[src/rtl/dmadx_pkg.sv]
// Constants, descriptor layout and state types of the descriptor executor.
// Assumes a single 100 MHz clock and a word-wide memory port outside.
package dmadx_pkg;

    // Register offsets on the software port
    localparam logic [7:0] REG_CTRL = 8'h00;
    localparam logic [7:0] REG_PTR = 8'h04;
    localparam logic [7:0] REG_IDX = 8'h08;
    localparam logic [7:0] REG_STATUS = 8'h0C;
    localparam int CTRL_EN_BIT = 0;
    localparam int IDX_X_LSB = 0;
    localparam int IDX_Y_LSB = 8;

    // Descriptor word positions; next link sits at W_INNER + kind
    localparam logic [2:0] W_CTL = 3'h0;
    localparam logic [2:0] W_SRC = 3'h1;
    localparam logic [2:0] W_DST = 3'h2;
    localparam logic [2:0] W_INNER = 3'h3;
    localparam logic [2:0] W_OUTER = 3'h4;

    // Control word fields
    localparam int KIND_LSB = 0;
    localparam int IN_LSB = 2;
    localparam int OUT_LSB = 4;
    localparam int INTR_LSB = 6;
    localparam int WAIT_LSB = 8;
    localparam int OFF_BIT = 10;
    localparam int DSIZE_LSB = 12;
    localparam int SRC32_BIT = 14;
    localparam int DST32_BIT = 15;

    // Loop word fields: count, source step, destination step
    localparam int CNT_W = 8;
    localparam int STEP_W = 12;
    localparam int CNT_LSB = 0;
    localparam int SSTEP_LSB = 8;
    localparam int DSTEP_LSB = 20;

    // Descriptor kinds and access size codes
    localparam logic [1:0] KIND_SINGLE = 2'h0;
    localparam logic [1:0] KIND_1D = 2'h1;
    localparam logic [1:0] KIND_2D = 2'h2;
    localparam logic [1:0] SIZE_8 = 2'h0;
    localparam logic [1:0] SIZE_16 = 2'h1;
    localparam logic [1:0] SIZE_32 = 2'h2;

    // Timing, in clock cycles of the 100 MHz clock
    localparam logic [4:0] DEACT_SHORT_CYC = 5'h04;
    localparam logic [4:0] DEACT_LONG_CYC = 5'h10;
    localparam logic [1:0] OTRIG_CYC = 2'h2;

    typedef enum logic [2:0] {
        ST_IDLE = 3'h0,
        ST_FETCH = 3'h1,
        ST_READ = 3'h2,
        ST_WRITE = 3'h3,
        ST_WAIT = 3'h4
    } dmadx_state_t;

    // Memory request towards the bus master
    typedef struct packed {
        logic req;
        logic write;
        logic [1:0] size;
        logic [31:0] addr;
        logic [31:0] wdata;
    } dmadx_mem_t;

    // Whole state of the executor
    typedef struct packed {
        dmadx_state_t state;
        logic enable;
        logic desc_valid;
        logic [31:0] ptr;
        logic [CNT_W-1:0] x;
        logic [CNT_W-1:0] y;
        logic [5:0][31:0] desc;
        logic [2:0] widx;
        logic [31:0] data;
        logic [4:0] wcnt;
        logic [1:0] wait_mode;
        logic [1:0] otr_cnt;
        logic otr;
        logic irq;
        dmadx_mem_t mem;
        logic [31:0] rdata;
    } dmadx_regs_t;

    localparam dmadx_regs_t REGS_RST = '0;

endpackage

[src/rtl/dmadx_exec.sv]
// Descriptor executor of one DMA channel: fetch, element moves, loops,
// trigger handling, completion events and chaining.
// Assumes a memory port that answers a held request with a one-cycle
// ready, read data right-aligned and valid beside that ready.
//
// Strobed register access and the address map are this design's own decisions.
`timescale 1ns/10ps
`default_nettype none

module dmadx_exec (
    // Clock and reset
    input wire logic I_CLOCK,
    input wire logic I_RSTN,
    // Software register port
    input wire logic [7:0] I_ADDR,
    input wire logic [31:0] I_WDATA,
    input wire logic I_WR,
    input wire logic I_RD,
    output logic [31:0] O_RDATA,
    // Memory master port
    output logic O_MEM_REQ,
    output logic O_MEM_WRITE,
    output logic [1:0] O_MEM_SIZE,
    output logic [31:0] O_MEM_ADDR,
    output logic [31:0] O_MEM_WDATA,
    input wire logic I_MEM_READY,
    input wire logic [31:0] I_MEM_RDATA,
    // Triggers and interrupt
    input wire logic I_TRIGGER,
    output logic O_OUT_TRIGGER,
    output logic O_INTERRUPT,
    output logic O_ENABLED
);

    dmadx_pkg::dmadx_regs_t r;
    dmadx_pkg::dmadx_regs_t next_r;

    // Element data mask: the configured element width
    function automatic logic [31:0] size_mask(input logic [1:0] sz);
        case (sz)
            dmadx_pkg::SIZE_8: size_mask = 32'h000000FF;
            dmadx_pkg::SIZE_16: size_mask = 32'h0000FFFF;
            default: size_mask = 32'hFFFFFFFF;
        endcase
    endfunction

    // Element address: base plus signed offsets scaled by access width
    function automatic logic [31:0] elem_addr(
        input logic [31:0] base,
        input logic [dmadx_pkg::CNT_W-1:0] xi,
        input logic [dmadx_pkg::CNT_W-1:0] yi,
        input logic [dmadx_pkg::STEP_W-1:0] sx,
        input logic [dmadx_pkg::STEP_W-1:0] sy,
        input logic [1:0] sh
    );
        logic signed [31:0] off;
        off = $signed({24'h000000, xi}) * $signed({{20{sx[11]}}, sx})
            + $signed({24'h000000, yi}) * $signed({{20{sy[11]}}, sy});
        elem_addr = base + 32'(off <<< sh);
    endfunction

    // Descriptor fields, decoded from the stored words
    logic [1:0] kind;
    logic [1:0] in_mode;
    logic [1:0] out_mode;
    logic [1:0] intr_sel;
    logic [1:0] wait_sel;
    logic off_after;
    logic [1:0] dsize;
    logic [1:0] src_sz;
    logic [1:0] dst_sz;
    logic [dmadx_pkg::CNT_W-1:0] cnt_x;
    logic [dmadx_pkg::CNT_W-1:0] cnt_y;
    logic [31:0] next_link;

    always_comb begin
        kind = r.desc[dmadx_pkg::W_CTL][dmadx_pkg::KIND_LSB +: 2];
        if (kind > dmadx_pkg::KIND_2D) begin
            kind = dmadx_pkg::KIND_SINGLE;
        end
        in_mode = r.desc[dmadx_pkg::W_CTL][dmadx_pkg::IN_LSB +: 2];
        out_mode = r.desc[dmadx_pkg::W_CTL][dmadx_pkg::OUT_LSB +: 2];
        intr_sel = r.desc[dmadx_pkg::W_CTL][dmadx_pkg::INTR_LSB +: 2];
        wait_sel = r.desc[dmadx_pkg::W_CTL][dmadx_pkg::WAIT_LSB +: 2];
        off_after = r.desc[dmadx_pkg::W_CTL][dmadx_pkg::OFF_BIT];
        dsize = r.desc[dmadx_pkg::W_CTL][dmadx_pkg::DSIZE_LSB +: 2];
        if (dsize > dmadx_pkg::SIZE_32) begin
            dsize = dmadx_pkg::SIZE_32;
        end
        // Access width is either the element width or a full word
        src_sz = r.desc[dmadx_pkg::W_CTL][dmadx_pkg::SRC32_BIT]
            ? dmadx_pkg::SIZE_32 : dsize;
        dst_sz = r.desc[dmadx_pkg::W_CTL][dmadx_pkg::DST32_BIT]
            ? dmadx_pkg::SIZE_32 : dsize;
        cnt_x = r.desc[dmadx_pkg::W_INNER][dmadx_pkg::CNT_LSB +: 8];
        cnt_y = r.desc[dmadx_pkg::W_OUTER][dmadx_pkg::CNT_LSB +: 8];
        next_link = r.desc[dmadx_pkg::W_INNER + {1'b0, kind}];
    end

    // Completion decode of the element now being written
    logic last_x;
    logic last_d;
    logic [3:0] ev;
    logic stop;
    logic [1:0] fetch_kind;

    always_comb begin
        last_x = (kind == dmadx_pkg::KIND_SINGLE) || (r.x == cnt_x);
        last_d = last_x &&
            ((kind != dmadx_pkg::KIND_2D) || (r.y == cnt_y));
        // Events by selector code: element, inner loop, descriptor, chain end
        ev[0] = 1'b1;
        ev[1] = last_x;
        ev[2] = last_d;
        ev[3] = last_d && (next_link == 32'h00000000);
        // How much work one trigger releases
        case (in_mode)
            2'h0: stop = 1'b1;
            2'h1: stop = last_x;
            2'h2: stop = last_d;
            default: stop = last_d && !(next_link != 32'h00000000
                && r.enable && !off_after);
        endcase
        // Kind of the descriptor being fetched, once its first word is in
        fetch_kind = (r.widx == dmadx_pkg::W_CTL)
            ? I_MEM_RDATA[dmadx_pkg::KIND_LSB +: 2] : kind;
        if (fetch_kind > dmadx_pkg::KIND_2D) begin
            fetch_kind = dmadx_pkg::KIND_SINGLE;
        end
    end

    // Next-state logic for the whole executor
    always_comb begin
        next_r = r;
        next_r.irq = 1'b0;
        next_r.rdata = 32'h00000000;
        if (r.otr_cnt != 2'h0) begin
            next_r.otr_cnt = r.otr_cnt - 2'h1;
        end

        case (r.state)
            dmadx_pkg::ST_IDLE: begin
                // A new trigger is only seen here, after deactivation
                if (r.enable && I_TRIGGER) begin
                    if (r.desc_valid) begin
                        next_r.state = dmadx_pkg::ST_READ;
                    end else begin
                        next_r.state = dmadx_pkg::ST_FETCH;
                        next_r.widx = dmadx_pkg::W_CTL;
                    end
                end
            end
            dmadx_pkg::ST_FETCH: begin
                // Words are read in order up to the next link, never written
                if (I_MEM_READY) begin
                    next_r.desc[r.widx] = I_MEM_RDATA;
                    if (r.widx == dmadx_pkg::W_INNER + {1'b0, fetch_kind}) begin
                        next_r.desc_valid = 1'b1;
                        next_r.state = dmadx_pkg::ST_READ;
                    end else begin
                        next_r.widx = r.widx + 3'h1;
                    end
                end
            end
            dmadx_pkg::ST_READ: begin
                if (I_MEM_READY) begin
                    // Upper source bits beyond the element width dropped
                    next_r.data = I_MEM_RDATA & size_mask(dsize);
                    next_r.state = dmadx_pkg::ST_WRITE;
                end
            end
            dmadx_pkg::ST_WRITE: begin
                if (I_MEM_READY) begin
                    if (ev[out_mode]) begin
                        next_r.otr_cnt = dmadx_pkg::OTRIG_CYC;
                    end
                    next_r.irq = ev[intr_sel];
                    // Index stepping: inner first, then outer
                    if (last_d) begin
                        next_r.x = '0;
                        next_r.y = '0;
                    end else if (last_x) begin
                        next_r.x = '0;
                        next_r.y = r.y + 8'h01;
                    end else begin
                        next_r.x = r.x + 8'h01;
                    end
                    if (last_d) begin
                        next_r.desc_valid = 1'b0;
                        // A zero link ends the chain and parks the channel
                        if (next_link == 32'h00000000) begin
                            next_r.enable = 1'b0;
                        end else begin
                            next_r.ptr = next_link;
                        end
                        if (off_after) begin
                            next_r.enable = 1'b0;
                        end
                    end
                    if (stop) begin
                        next_r.wait_mode = wait_sel;
                        next_r.wcnt = 5'h00;
                        next_r.state = dmadx_pkg::ST_WAIT;
                    end else if (last_d) begin
                        next_r.state = dmadx_pkg::ST_FETCH;
                        next_r.widx = dmadx_pkg::W_CTL;
                    end else begin
                        next_r.state = dmadx_pkg::ST_READ;
                    end
                end
            end
            dmadx_pkg::ST_WAIT: begin
                next_r.wcnt = r.wcnt + 5'h01;
                case (r.wait_mode)
                    2'h0: next_r.state = dmadx_pkg::ST_IDLE;
                    2'h1: begin
                        if (r.wcnt == dmadx_pkg::DEACT_SHORT_CYC - 5'h01) begin
                            next_r.state = dmadx_pkg::ST_IDLE;
                        end
                    end
                    2'h2: begin
                        if (r.wcnt == dmadx_pkg::DEACT_LONG_CYC - 5'h01) begin
                            next_r.state = dmadx_pkg::ST_IDLE;
                        end
                    end
                    default: begin
                        // Trigger must drop; idle then needs it high again
                        if (!I_TRIGGER) begin
                            next_r.state = dmadx_pkg::ST_IDLE;
                        end
                        next_r.wcnt = 5'h00;
                    end
                endcase
            end
            default: next_r.state = dmadx_pkg::ST_IDLE;
        endcase

        // Software writes come last so they win over a hardware clear
        if (I_WR) begin
            case (I_ADDR)
                dmadx_pkg::REG_CTRL: begin
                    next_r.enable = I_WDATA[dmadx_pkg::CTRL_EN_BIT];
                end
                dmadx_pkg::REG_PTR: begin
                    // Pointer and indices move only while idle, to keep a
                    // running transfer consistent
                    if (r.state == dmadx_pkg::ST_IDLE) begin
                        next_r.ptr = I_WDATA;
                        next_r.desc_valid = 1'b0;
                    end
                end
                dmadx_pkg::REG_IDX: begin
                    if (r.state == dmadx_pkg::ST_IDLE) begin
                        next_r.x = I_WDATA[dmadx_pkg::IDX_X_LSB +: 8];
                        next_r.y = I_WDATA[dmadx_pkg::IDX_Y_LSB +: 8];
                    end
                end
                default: ;
            endcase
        end

        // Register reads answer in the following cycle; unmapped read zero
        if (I_RD) begin
            case (I_ADDR)
                dmadx_pkg::REG_CTRL: next_r.rdata = {31'h0, r.enable};
                dmadx_pkg::REG_PTR: next_r.rdata = r.ptr;
                dmadx_pkg::REG_IDX: next_r.rdata = {16'h0000, r.y, r.x};
                dmadx_pkg::REG_STATUS: begin
                    next_r.rdata = {27'h0, r.desc_valid, r.enable, r.state};
                end
                default: next_r.rdata = 32'h00000000;
            endcase
        end

        next_r.otr = (next_r.otr_cnt != 2'h0);

        // Memory request follows the state being entered
        next_r.mem.req = 1'b0;
        next_r.mem.write = 1'b0;
        next_r.mem.size = dmadx_pkg::SIZE_32;
        next_r.mem.addr = 32'h00000000;
        next_r.mem.wdata = 32'h00000000;
        case (next_r.state)
            dmadx_pkg::ST_FETCH: begin
                next_r.mem.req = 1'b1;
                next_r.mem.addr = next_r.ptr + {27'h0, next_r.widx, 2'h0};
            end
            dmadx_pkg::ST_READ: begin
                next_r.mem.req = 1'b1;
                next_r.mem.size = src_sz;
                next_r.mem.addr = elem_addr(next_r.desc[dmadx_pkg::W_SRC],
                    next_r.x, next_r.y,
                    next_r.desc[dmadx_pkg::W_INNER][dmadx_pkg::SSTEP_LSB +: 12],
                    next_r.desc[dmadx_pkg::W_OUTER][dmadx_pkg::SSTEP_LSB +: 12],
                    src_sz);
            end
            dmadx_pkg::ST_WRITE: begin
                next_r.mem.req = 1'b1;
                next_r.mem.write = 1'b1;
                next_r.mem.size = dst_sz;
                next_r.mem.wdata = next_r.data;
                next_r.mem.addr = elem_addr(next_r.desc[dmadx_pkg::W_DST],
                    next_r.x, next_r.y,
                    next_r.desc[dmadx_pkg::W_INNER][dmadx_pkg::DSTEP_LSB +: 12],
                    next_r.desc[dmadx_pkg::W_OUTER][dmadx_pkg::DSTEP_LSB +: 12],
                    dst_sz);
            end
            default: ;
        endcase
    end

    // Whole state registered at once; reset is synchronous
    always_ff @(posedge I_CLOCK) begin
        if (!I_RSTN) begin
            r <= dmadx_pkg::REGS_RST;
        end else begin
            r <= next_r;
        end
    end

    // Outputs come straight from the state register
    assign O_RDATA = r.rdata;
    assign O_MEM_REQ = r.mem.req;
    assign O_MEM_WRITE = r.mem.write;
    assign O_MEM_SIZE = r.mem.size;
    assign O_MEM_ADDR = r.mem.addr;
    assign O_MEM_WDATA = r.mem.wdata;
    assign O_OUT_TRIGGER = r.otr;
    assign O_INTERRUPT = r.irq;
    assign O_ENABLED = r.enable;

endmodule

`default_nettype wire

[config.mk]
export PLATFORM = sky130hd
export DESIGN_NAME = dmadx_exec
export DESIGN_NICKNAME = d
export VERILOG_FILES = /design/src/rtl/dmadx_pkg.sv /design/src/rtl/dmadx_exec.sv
export SDC_FILE = /design/constraint.sdc
export NUM_CORES = 2
export LEC_CHECK = 0
export ABC_CLOCK_PERIOD_IN_PS = 18600
export BUFFER_PORTS_ARGS = -buffer_cell sky130_fd_sc_hd__buf_4
export CAP_MARGIN = 10
export CELL_PAD_IN_SITES_DETAIL_PLACEMENT = 0
export CELL_PAD_IN_SITES_GLOBAL_PLACEMENT = 1
export CORE_MARGIN = 4
export CORE_UTILIZATION = 40
export DETAILED_ROUTE_END_ITERATION = 6
export PLACE_DENSITY = 0.75
export SETUP_SLACK_MARGIN = 0.4
export SYNTH_ARGS = -nofsm -noshare
export SYNTH_HDL_FRONTEND = slang
export SYNTH_SLANG_ARGS = --single-unit
[constraint.sdc]
create_clock -name I_CLOCK -period 18.6 [get_ports I_CLOCK]
set_input_delay 0 -clock I_CLOCK [delete_from_list [all_inputs] [get_ports I_CLOCK]]
set_output_delay 0 -clock I_CLOCK [all_outputs]
set_load 0.1 [all_outputs]
======== Word-level counts from Yosys, hierarchy flattened ========
Index checks and enable logic that the tools add are counted.
operators by class
  equal/unequal tests ..................... 23
  add/subtract/negate cells ............... 12
  reductions and logical operators ........ 31
  bitwise logic cells ..................... 1
  magnitude comparators ................... 8
  muxes and demuxes ....................... 73
  multiply operators ...................... 4
  shift-type cells ........................ 2
operators by type and width
  operator                                        number
  32-bit two-way mux                              7
  192-bit bitwise mux                             1
  163-bit two-way mux                             1
  160-bit two-way mux                             1
  32-bit case mux with 4 select lines             1
  32-bit binary-select mux with 3-bit select      1
  32-bit demux with 3-bit select                  1
  32-bit case mux with 3 select lines             1
  9-bit by 12-bit multiplier with 21-bit output   4
  33-bit two-way mux                              2
  32-bit adder                                    2
  32-bit case mux with 2 select lines             1
  22-bit by 2-bit <<< shifter with 32-bit output  2
  53-bit two-way mux                              1
  50-bit two-way mux                              1
  16-bit two-way mux                              3
  48-bit two-way mux                              1
  21-bit by 21-bit adder with 22-bit output       2
  3-bit two-way mux                               14
  34-bit two-way mux                              1
  32-bit by 5-bit adder with 32-bit output        1
  32-bit bitwise AND                              1
  32-bit zero test                                1
  32-bit nonzero test                             1
  44 further kinds                                102
storage, ports and cells
  output and inout bits ................... 103
  input bits .............................. 78
  logic and storage cells ................. 181
  bits in registers ....................... 391

======== Logic depth before layout (Yosys ltp) ========
  depth in word-level cells ............... 22
  gate-level depth with buffers ........... 48
  gate-level depth less buffers ........... 43

======== Least setup slack after synthesis ========
Ideal clock, no wire load.
  path kind ............................... reg-to-reg
  start point ............................. reg r[388] (netlist name)
  end point ............................... reg r, in the netlist O_MEM_ADDR[31]
  arrival time ............................ 10.193 ns
  library setup time ...................... 0.074 ns
  slack ................................... 8.333 ns
  cell stages (with the launch flop) ...... 39
  buffers on the path ..................... 1
  period minus slack after synthesis ...... 10.267 ns
  cell sequence ........................... dfxtp_1 > inv_1 > nor3_1 > nand2_1 > nor4_1 > clkbuf_1 > mux2i_1 > nor2_1 > fa_1 > inv_1 > fa_1 > fa_1 > fa_1 > fa_1 > fa_1 > inv_1 > ha_1 > or3_1 > [3 not listed] > o21bai_1 > a211oi_1 > a21oi_1 > xnor2_1 > mux2i_1 > a21oi_1 > ha_1 > o21a_1 > o21a_1 > o21ai_0 > nand2b_1 > nand4_1 > o21ai_0 > a211oi_1 > xor2_1 > xnor2_1 > o211a_1 > a31oi_1
between the ends
  word-level cells in the longest chain between the ends .. 10
ends and longest elaborated chain
  item                                                              line                                text
  from (decl)                                                       dmadx_exec.sv:35                    dmadx_pkg::dmadx_regs_t r;
  from (signal assigned)                                            dmadx_exec.sv:315                   r <= dmadx_pkg::REGS_RST;
  from (signal assigned)                                            dmadx_exec.sv:317                   r <= next_r;
  3-bit by 2-bit == test with 1-bit output                          dmadx_exec.sv:141                   case (r.state)
  48-bit two-way mux                                                dmadx_exec.sv:141
  16-bit two-way mux                                                dmadx_exec.sv:253                   if (r.state == dmadx_pkg::ST_IDLE) begin
  16-bit two-way mux                                                dmadx_exec.sv:240                   case (I_ADDR)
  50-bit two-way mux                                                dmadx_exec.sv:239                   if (I_WR) begin
  9-bit by 12-bit multiplier with 21-bit output (on tied branches)  dmadx_exec.sv:57, dmadx_exec.sv:58
  21-bit by 21-bit adder with 22-bit output                         dmadx_exec.sv:58                    + $signed({24'h000000, yi}) * $signed({{20{sy[11]}}, sy});
  22-bit by 2-bit <<< shifter with 32-bit output                    dmadx_exec.sv:59                    elem_addr = base + 32'(off <<< sh);
  32-bit adder                                                      dmadx_exec.sv:59
  32-bit case mux with 3 select lines (*)                           dmadx_exec.sv:283                   case (next_r.state)
Every way passes the cells marked *; elsewhere a longest branch is shown, timed or not.
A chain may end at the register's enable or synchronous reset.

======== Worst setup path after layout ========
  start point ............................. reg r[350] (netlist name)
  end point ............................... reg r, in the netlist O_MEM_ADDR[28]
between the ends
  word-level cells in the longest chain between the ends .. 14
ends and longest elaborated chain
  item                                                                   line
  parallel branches: the longest is 13 deep, another holds 32-bit adder  n/a
  32-bit case mux with 3 select lines (*)                                dmadx_exec.sv:283
Every way passes the cells marked *.

==> results by stage <==
Status:
- The run finished with clean final reports.

Floorplan:
- From left edge to right edge, the die measures 305.5 µm.
- The area enclosed by the die boundary is 0.09331 mm².
- The overall die height is 305.5 µm.
- The starting density of the core is 40.55%.
- The number of I/O pins is 181.
- The initialized floorplan defines 108 standard-cell rows.
- In this run the standard cell core region covers 0.08729 mm².

CTS:
- Clock-pin slew was measured on the worst setup and hold paths at 0.06 ns.
- CTS built an H-tree with a depth of 2.
- Clock tree synthesis inserted a total of 43 buffers.
- The maximum clock insertion buffer count is 3.
- TritonCTS built the clock tree.
- After clock tree synthesis, the flow added hold-fix buffers numbering 74.
- The root cell of the clock tree is clkbuf_16.
- The post-CTS setup-driven buffer insertion count is 0.
- The clock sink total is 374.
- Post-CTS repair changed the size of 0 cells.
- Clock latency on the worst-skew pair, taken at its later pin, is 0.60 ns.

Route:
- The average wire per cell in the routed design is 22.56 µm.
- The total wirelength of the detailed-routed design is 120,900 µm.
- Once detail routing completed, the nets flagged for antenna violations numbered 0.
- The first-pass detailed-route iteration total is 7.
- The routed layout has 28,876 vias.
- After detailed routing, the number of remaining DRC violations is 0.
- The mean number of vias per cell is 5.390.
- For this block, the initial DRC count from the detailed router was 2,219.

Global route:
- The number of global-route vias before repair is 29,012.
- The final global-route overflow total is 0.
- The aggregate global-route resource usage is 25.56%.
- The first-pass GRT wire length is 183,200 µm.
- The initial antenna violation count is 9.
- Entering global routing, the biggest net connects 116 pins.

Min path:
- The classification of the worst-slack hold path is in2reg.

Synth:
- The largest area contributor in the synthesized netlist is fa_1.
- The post-synthesis sequential area ratio is 21.15%.
- The net count of the mapped netlist is 4,788.
- Of all flip-flops after synthesis, the portion carrying an async set or reset was 0%.
- The mapped cell area is 0.03540 mm².
- In this run, synthesis produced a sequential element count of 374.
- The instance count of the mapped netlist is 4,091.
- Of the post-synthesis cell area, the dominant cell type holds 22.00%.
- In the synthesized netlist the dominant register cell turns out to be dfxtp_1.
- The mean post-synth cell area is 8.652 µm².
- The number of distinct library cell variants in the gate-level netlist after synthesis is 79.
- Yosys printed 0 warnings.
- The synthesized design contains 0 enable-type register cells.
- After synthesis, the cell types taking the most area are fa_1, dfxtp_1, ha_1.

Pwr:
- The total power per unit cell area is 45.51 mW/mm².
- The net switching component of the power is 0.4236 mW.
- Of the total power, the clock network draws 51.4%.
- The internal power of the cells totals 1.376 mW.
- The leakage power figure is 15.38 nW.
- Of the total power, combinational logic draws 4.1%.
- The worst-case vdd ir drop is 0.06179 mV.
- The share of total power in sequential cells is 44.5%.
- The switching part of the total power is 23.54%.

Place:
- The congestion estimate from routability-driven global placement came to 0.9497.
- The HPWL after detailed placement is 94,640 µm.
- The post-placement worst setup slack is 7.170 ns.
- The total instance count after detailed placement is 5,204.
- The instance area at placement is 0.03729 mm².
- The count of buffers from port buffering is 180.

Worst setup path:
- The worst-path cell with the longest stage delay is o21ai_2.
- In this run the worst path has a maximum fanout of 12.
- The delay contributed by the slowest stage of the critical path is 0.89 ns.
- The critical path launch point type is a flop.
- The critical path data required time is 19.05 ns.
- The path type of the worst setup path is reg2reg.
- The data arrival time of the critical path is 12.07 ns.
- The type of destination of the critical path is a flop.
- Counting stages on the worst path, the most repeated cell is fa_1.

Layout:
- The final layout net count is 4,865.
- The share of the core filled with cells in the final layout is 45.30%.
- The share of final-layout standard cells stronger than drive strength 1 is 11.38%.
- With fillers left out, the area of the finished cells amounts to 0.03955 mm².
- The number of standard cells in the layout, taps in and fillers out is 5,357.
- Compared with the post-synthesis result, the final layout area differs by 11.73%.

STA:
- After layout, the worst setup slack is 6.982 ns.
- Setup repair after global routing left no endpoint under its margin.
- The clock arrives with 0.03450 ns of skew.
- The part of the cycle the worst path needs is 62.46%.
- The final hold violation count is 0.
- At the pin with the least slew margin, the transition time is 1.155 ns.
- Setup violations remaining at the end of the flow were counted as 0.
- The final number of max-transition violations is 0.
- The post-route setup TNS is 0 ns.
- The routed design could run at a clock period as short as 11.62 ns.
- The highest achievable clock rate is 86.07 MHz.
- In this run the tightest slew margin relative to its limit is 22.98%.

Flow run:
- The number of max-cap violations is 0.
## path summary, 6_finish.rpt
path,slack (ns),start,to,cells after the start
worst max-delay path,6.98,r[350],O_MEM_ADDR[28],38
worst min-delay path,0.04,I_TRIGGER,r[390],6
worst max register to register,6.98,r[350],O_MEM_ADDR[28],38
worst min register to register,0.45,r[102],r[102],1
## layout make-up
cell class	instances	area (µm²)
diodes	2	5.005
clock buffers	58	1222
clock inverters	19	291.5
fillers	8595	47750
inverters	379	1423
multi-input cells	3059	25150
flip-flops and latches	374	7488
well taps	1155	1445
repair buffers	311	2524
## worst max-delay path: cells and delay by family, from the launching register on
kind / cells / cell delay (ns)
xor+xnor: 3 / 0.35
compound gates: 14 / 3.67
flops: 1 / 0.43
simple gates: 9 / 2.72
buf+inv: 1 / 0.05
fa+ha+maj: 8 / 3.58
mux: 3 / 0.63
## cells by family after synthesis
group	after synthesis	share of synthesized area (%)
flip-flops	374	21.15
adder cells (fa/ha/maj)	619	30.13
AND/OR/NAND/NOR	1544	20.02
XOR/XNOR	149	3.687
AO/OA/AOI/OAI	566	10.40
multiplexers	181	6.444
buffers and inverters	658	8.159
## flip-flops by register name, summed over array words and instances (netlist names)
name and count:
O_MEM_SIZE 2, O_RDATA 32, in_mode 2, O_MEM_WRITE 1
intr_sel 2, O_ENABLED 1, O_INTERRUPT 1, cnt_x 8
O_OUT_TRIGGER 1, out_mode 2, off_after 1, O_MEM_ADDR 32
O_MEM_REQ 1, O_MEM_WDATA 32, r 248, cnt_y 8
## placed cells by master (no fill, tap or decap), types with 36 or more instances in the layout
cell             n
nand2_1        581
a21boi_0        76
dfxtp_1        373
and3_1          55
xor2_1          52
clkbuf_16       43
buf_4          236
nor2b_1         92
ha_1           228
fa_1           389
inv_1          377
a31oi_1         36
xnor2_1         97
a21o_1          39
mux2i_1        103
or2_2           48
and2_1         147
a21oi_1        143
nand3_1         48
o21ai_0         90
nor2_1         435
dlygate4sd3_1   74
mux2_2          45
## layer usage
metal	track usage, %	wire length [µm]
met1	32.48	50220
met2	42.99	56690
met3	3.787	7013
met4	11.97	6839
met5	0	103
## per-stage QoR
step	hold slack (ns)	power (mW)
after global placement	0.3007	0.8799
after global routing	0.06801	1.841
after detailed placement	0.3041	0.8799
after CTS	0.006010	1.814
final	0.03685	1.800
after floorplan	0.1449	0.8359
## synthesized netlist by cell type (9+ instances only)
library cell,n
nand2_1,581
nor2_1,438
fa_1,389
inv_1,377
dfxtp_1,374
ha_1,230
clkbuf_1,163
a21oi_1,148
and2_1,147
mux2i_1,103
buf_4,98
xnor2_1,97
o21ai_0,95
nor2b_1,92
a21boi_0,76
and3_1,55
xor2_1,52
nand3_1,50
or2_2,48
mux2_2,45
a21o_1,39
a31oi_1,36
nor3_1,34
mux4_2,33
a22oi_1,24
o21a_1,24
nor4_1,21
nand4_1,18
o211ai_1,18
a211oi_1,17
or3_1,17
nand2b_1,16
o21ai_1,12
o22ai_1,10
o31a_1,9
## power groups by stage
stage                     logic, mW  registers [mW]  clock network [mW]
final                        0.0733           0.801               0.925
after global routing         0.0742           0.801               0.965
after floorplan              0.0168           0.819                   0
after global placement       0.0606           0.819                   0
after detailed placement     0.0606           0.819                   0
after CTS                    0.0726           0.801               0.940
No activity file was read; power rests on OpenSTA's default activity.
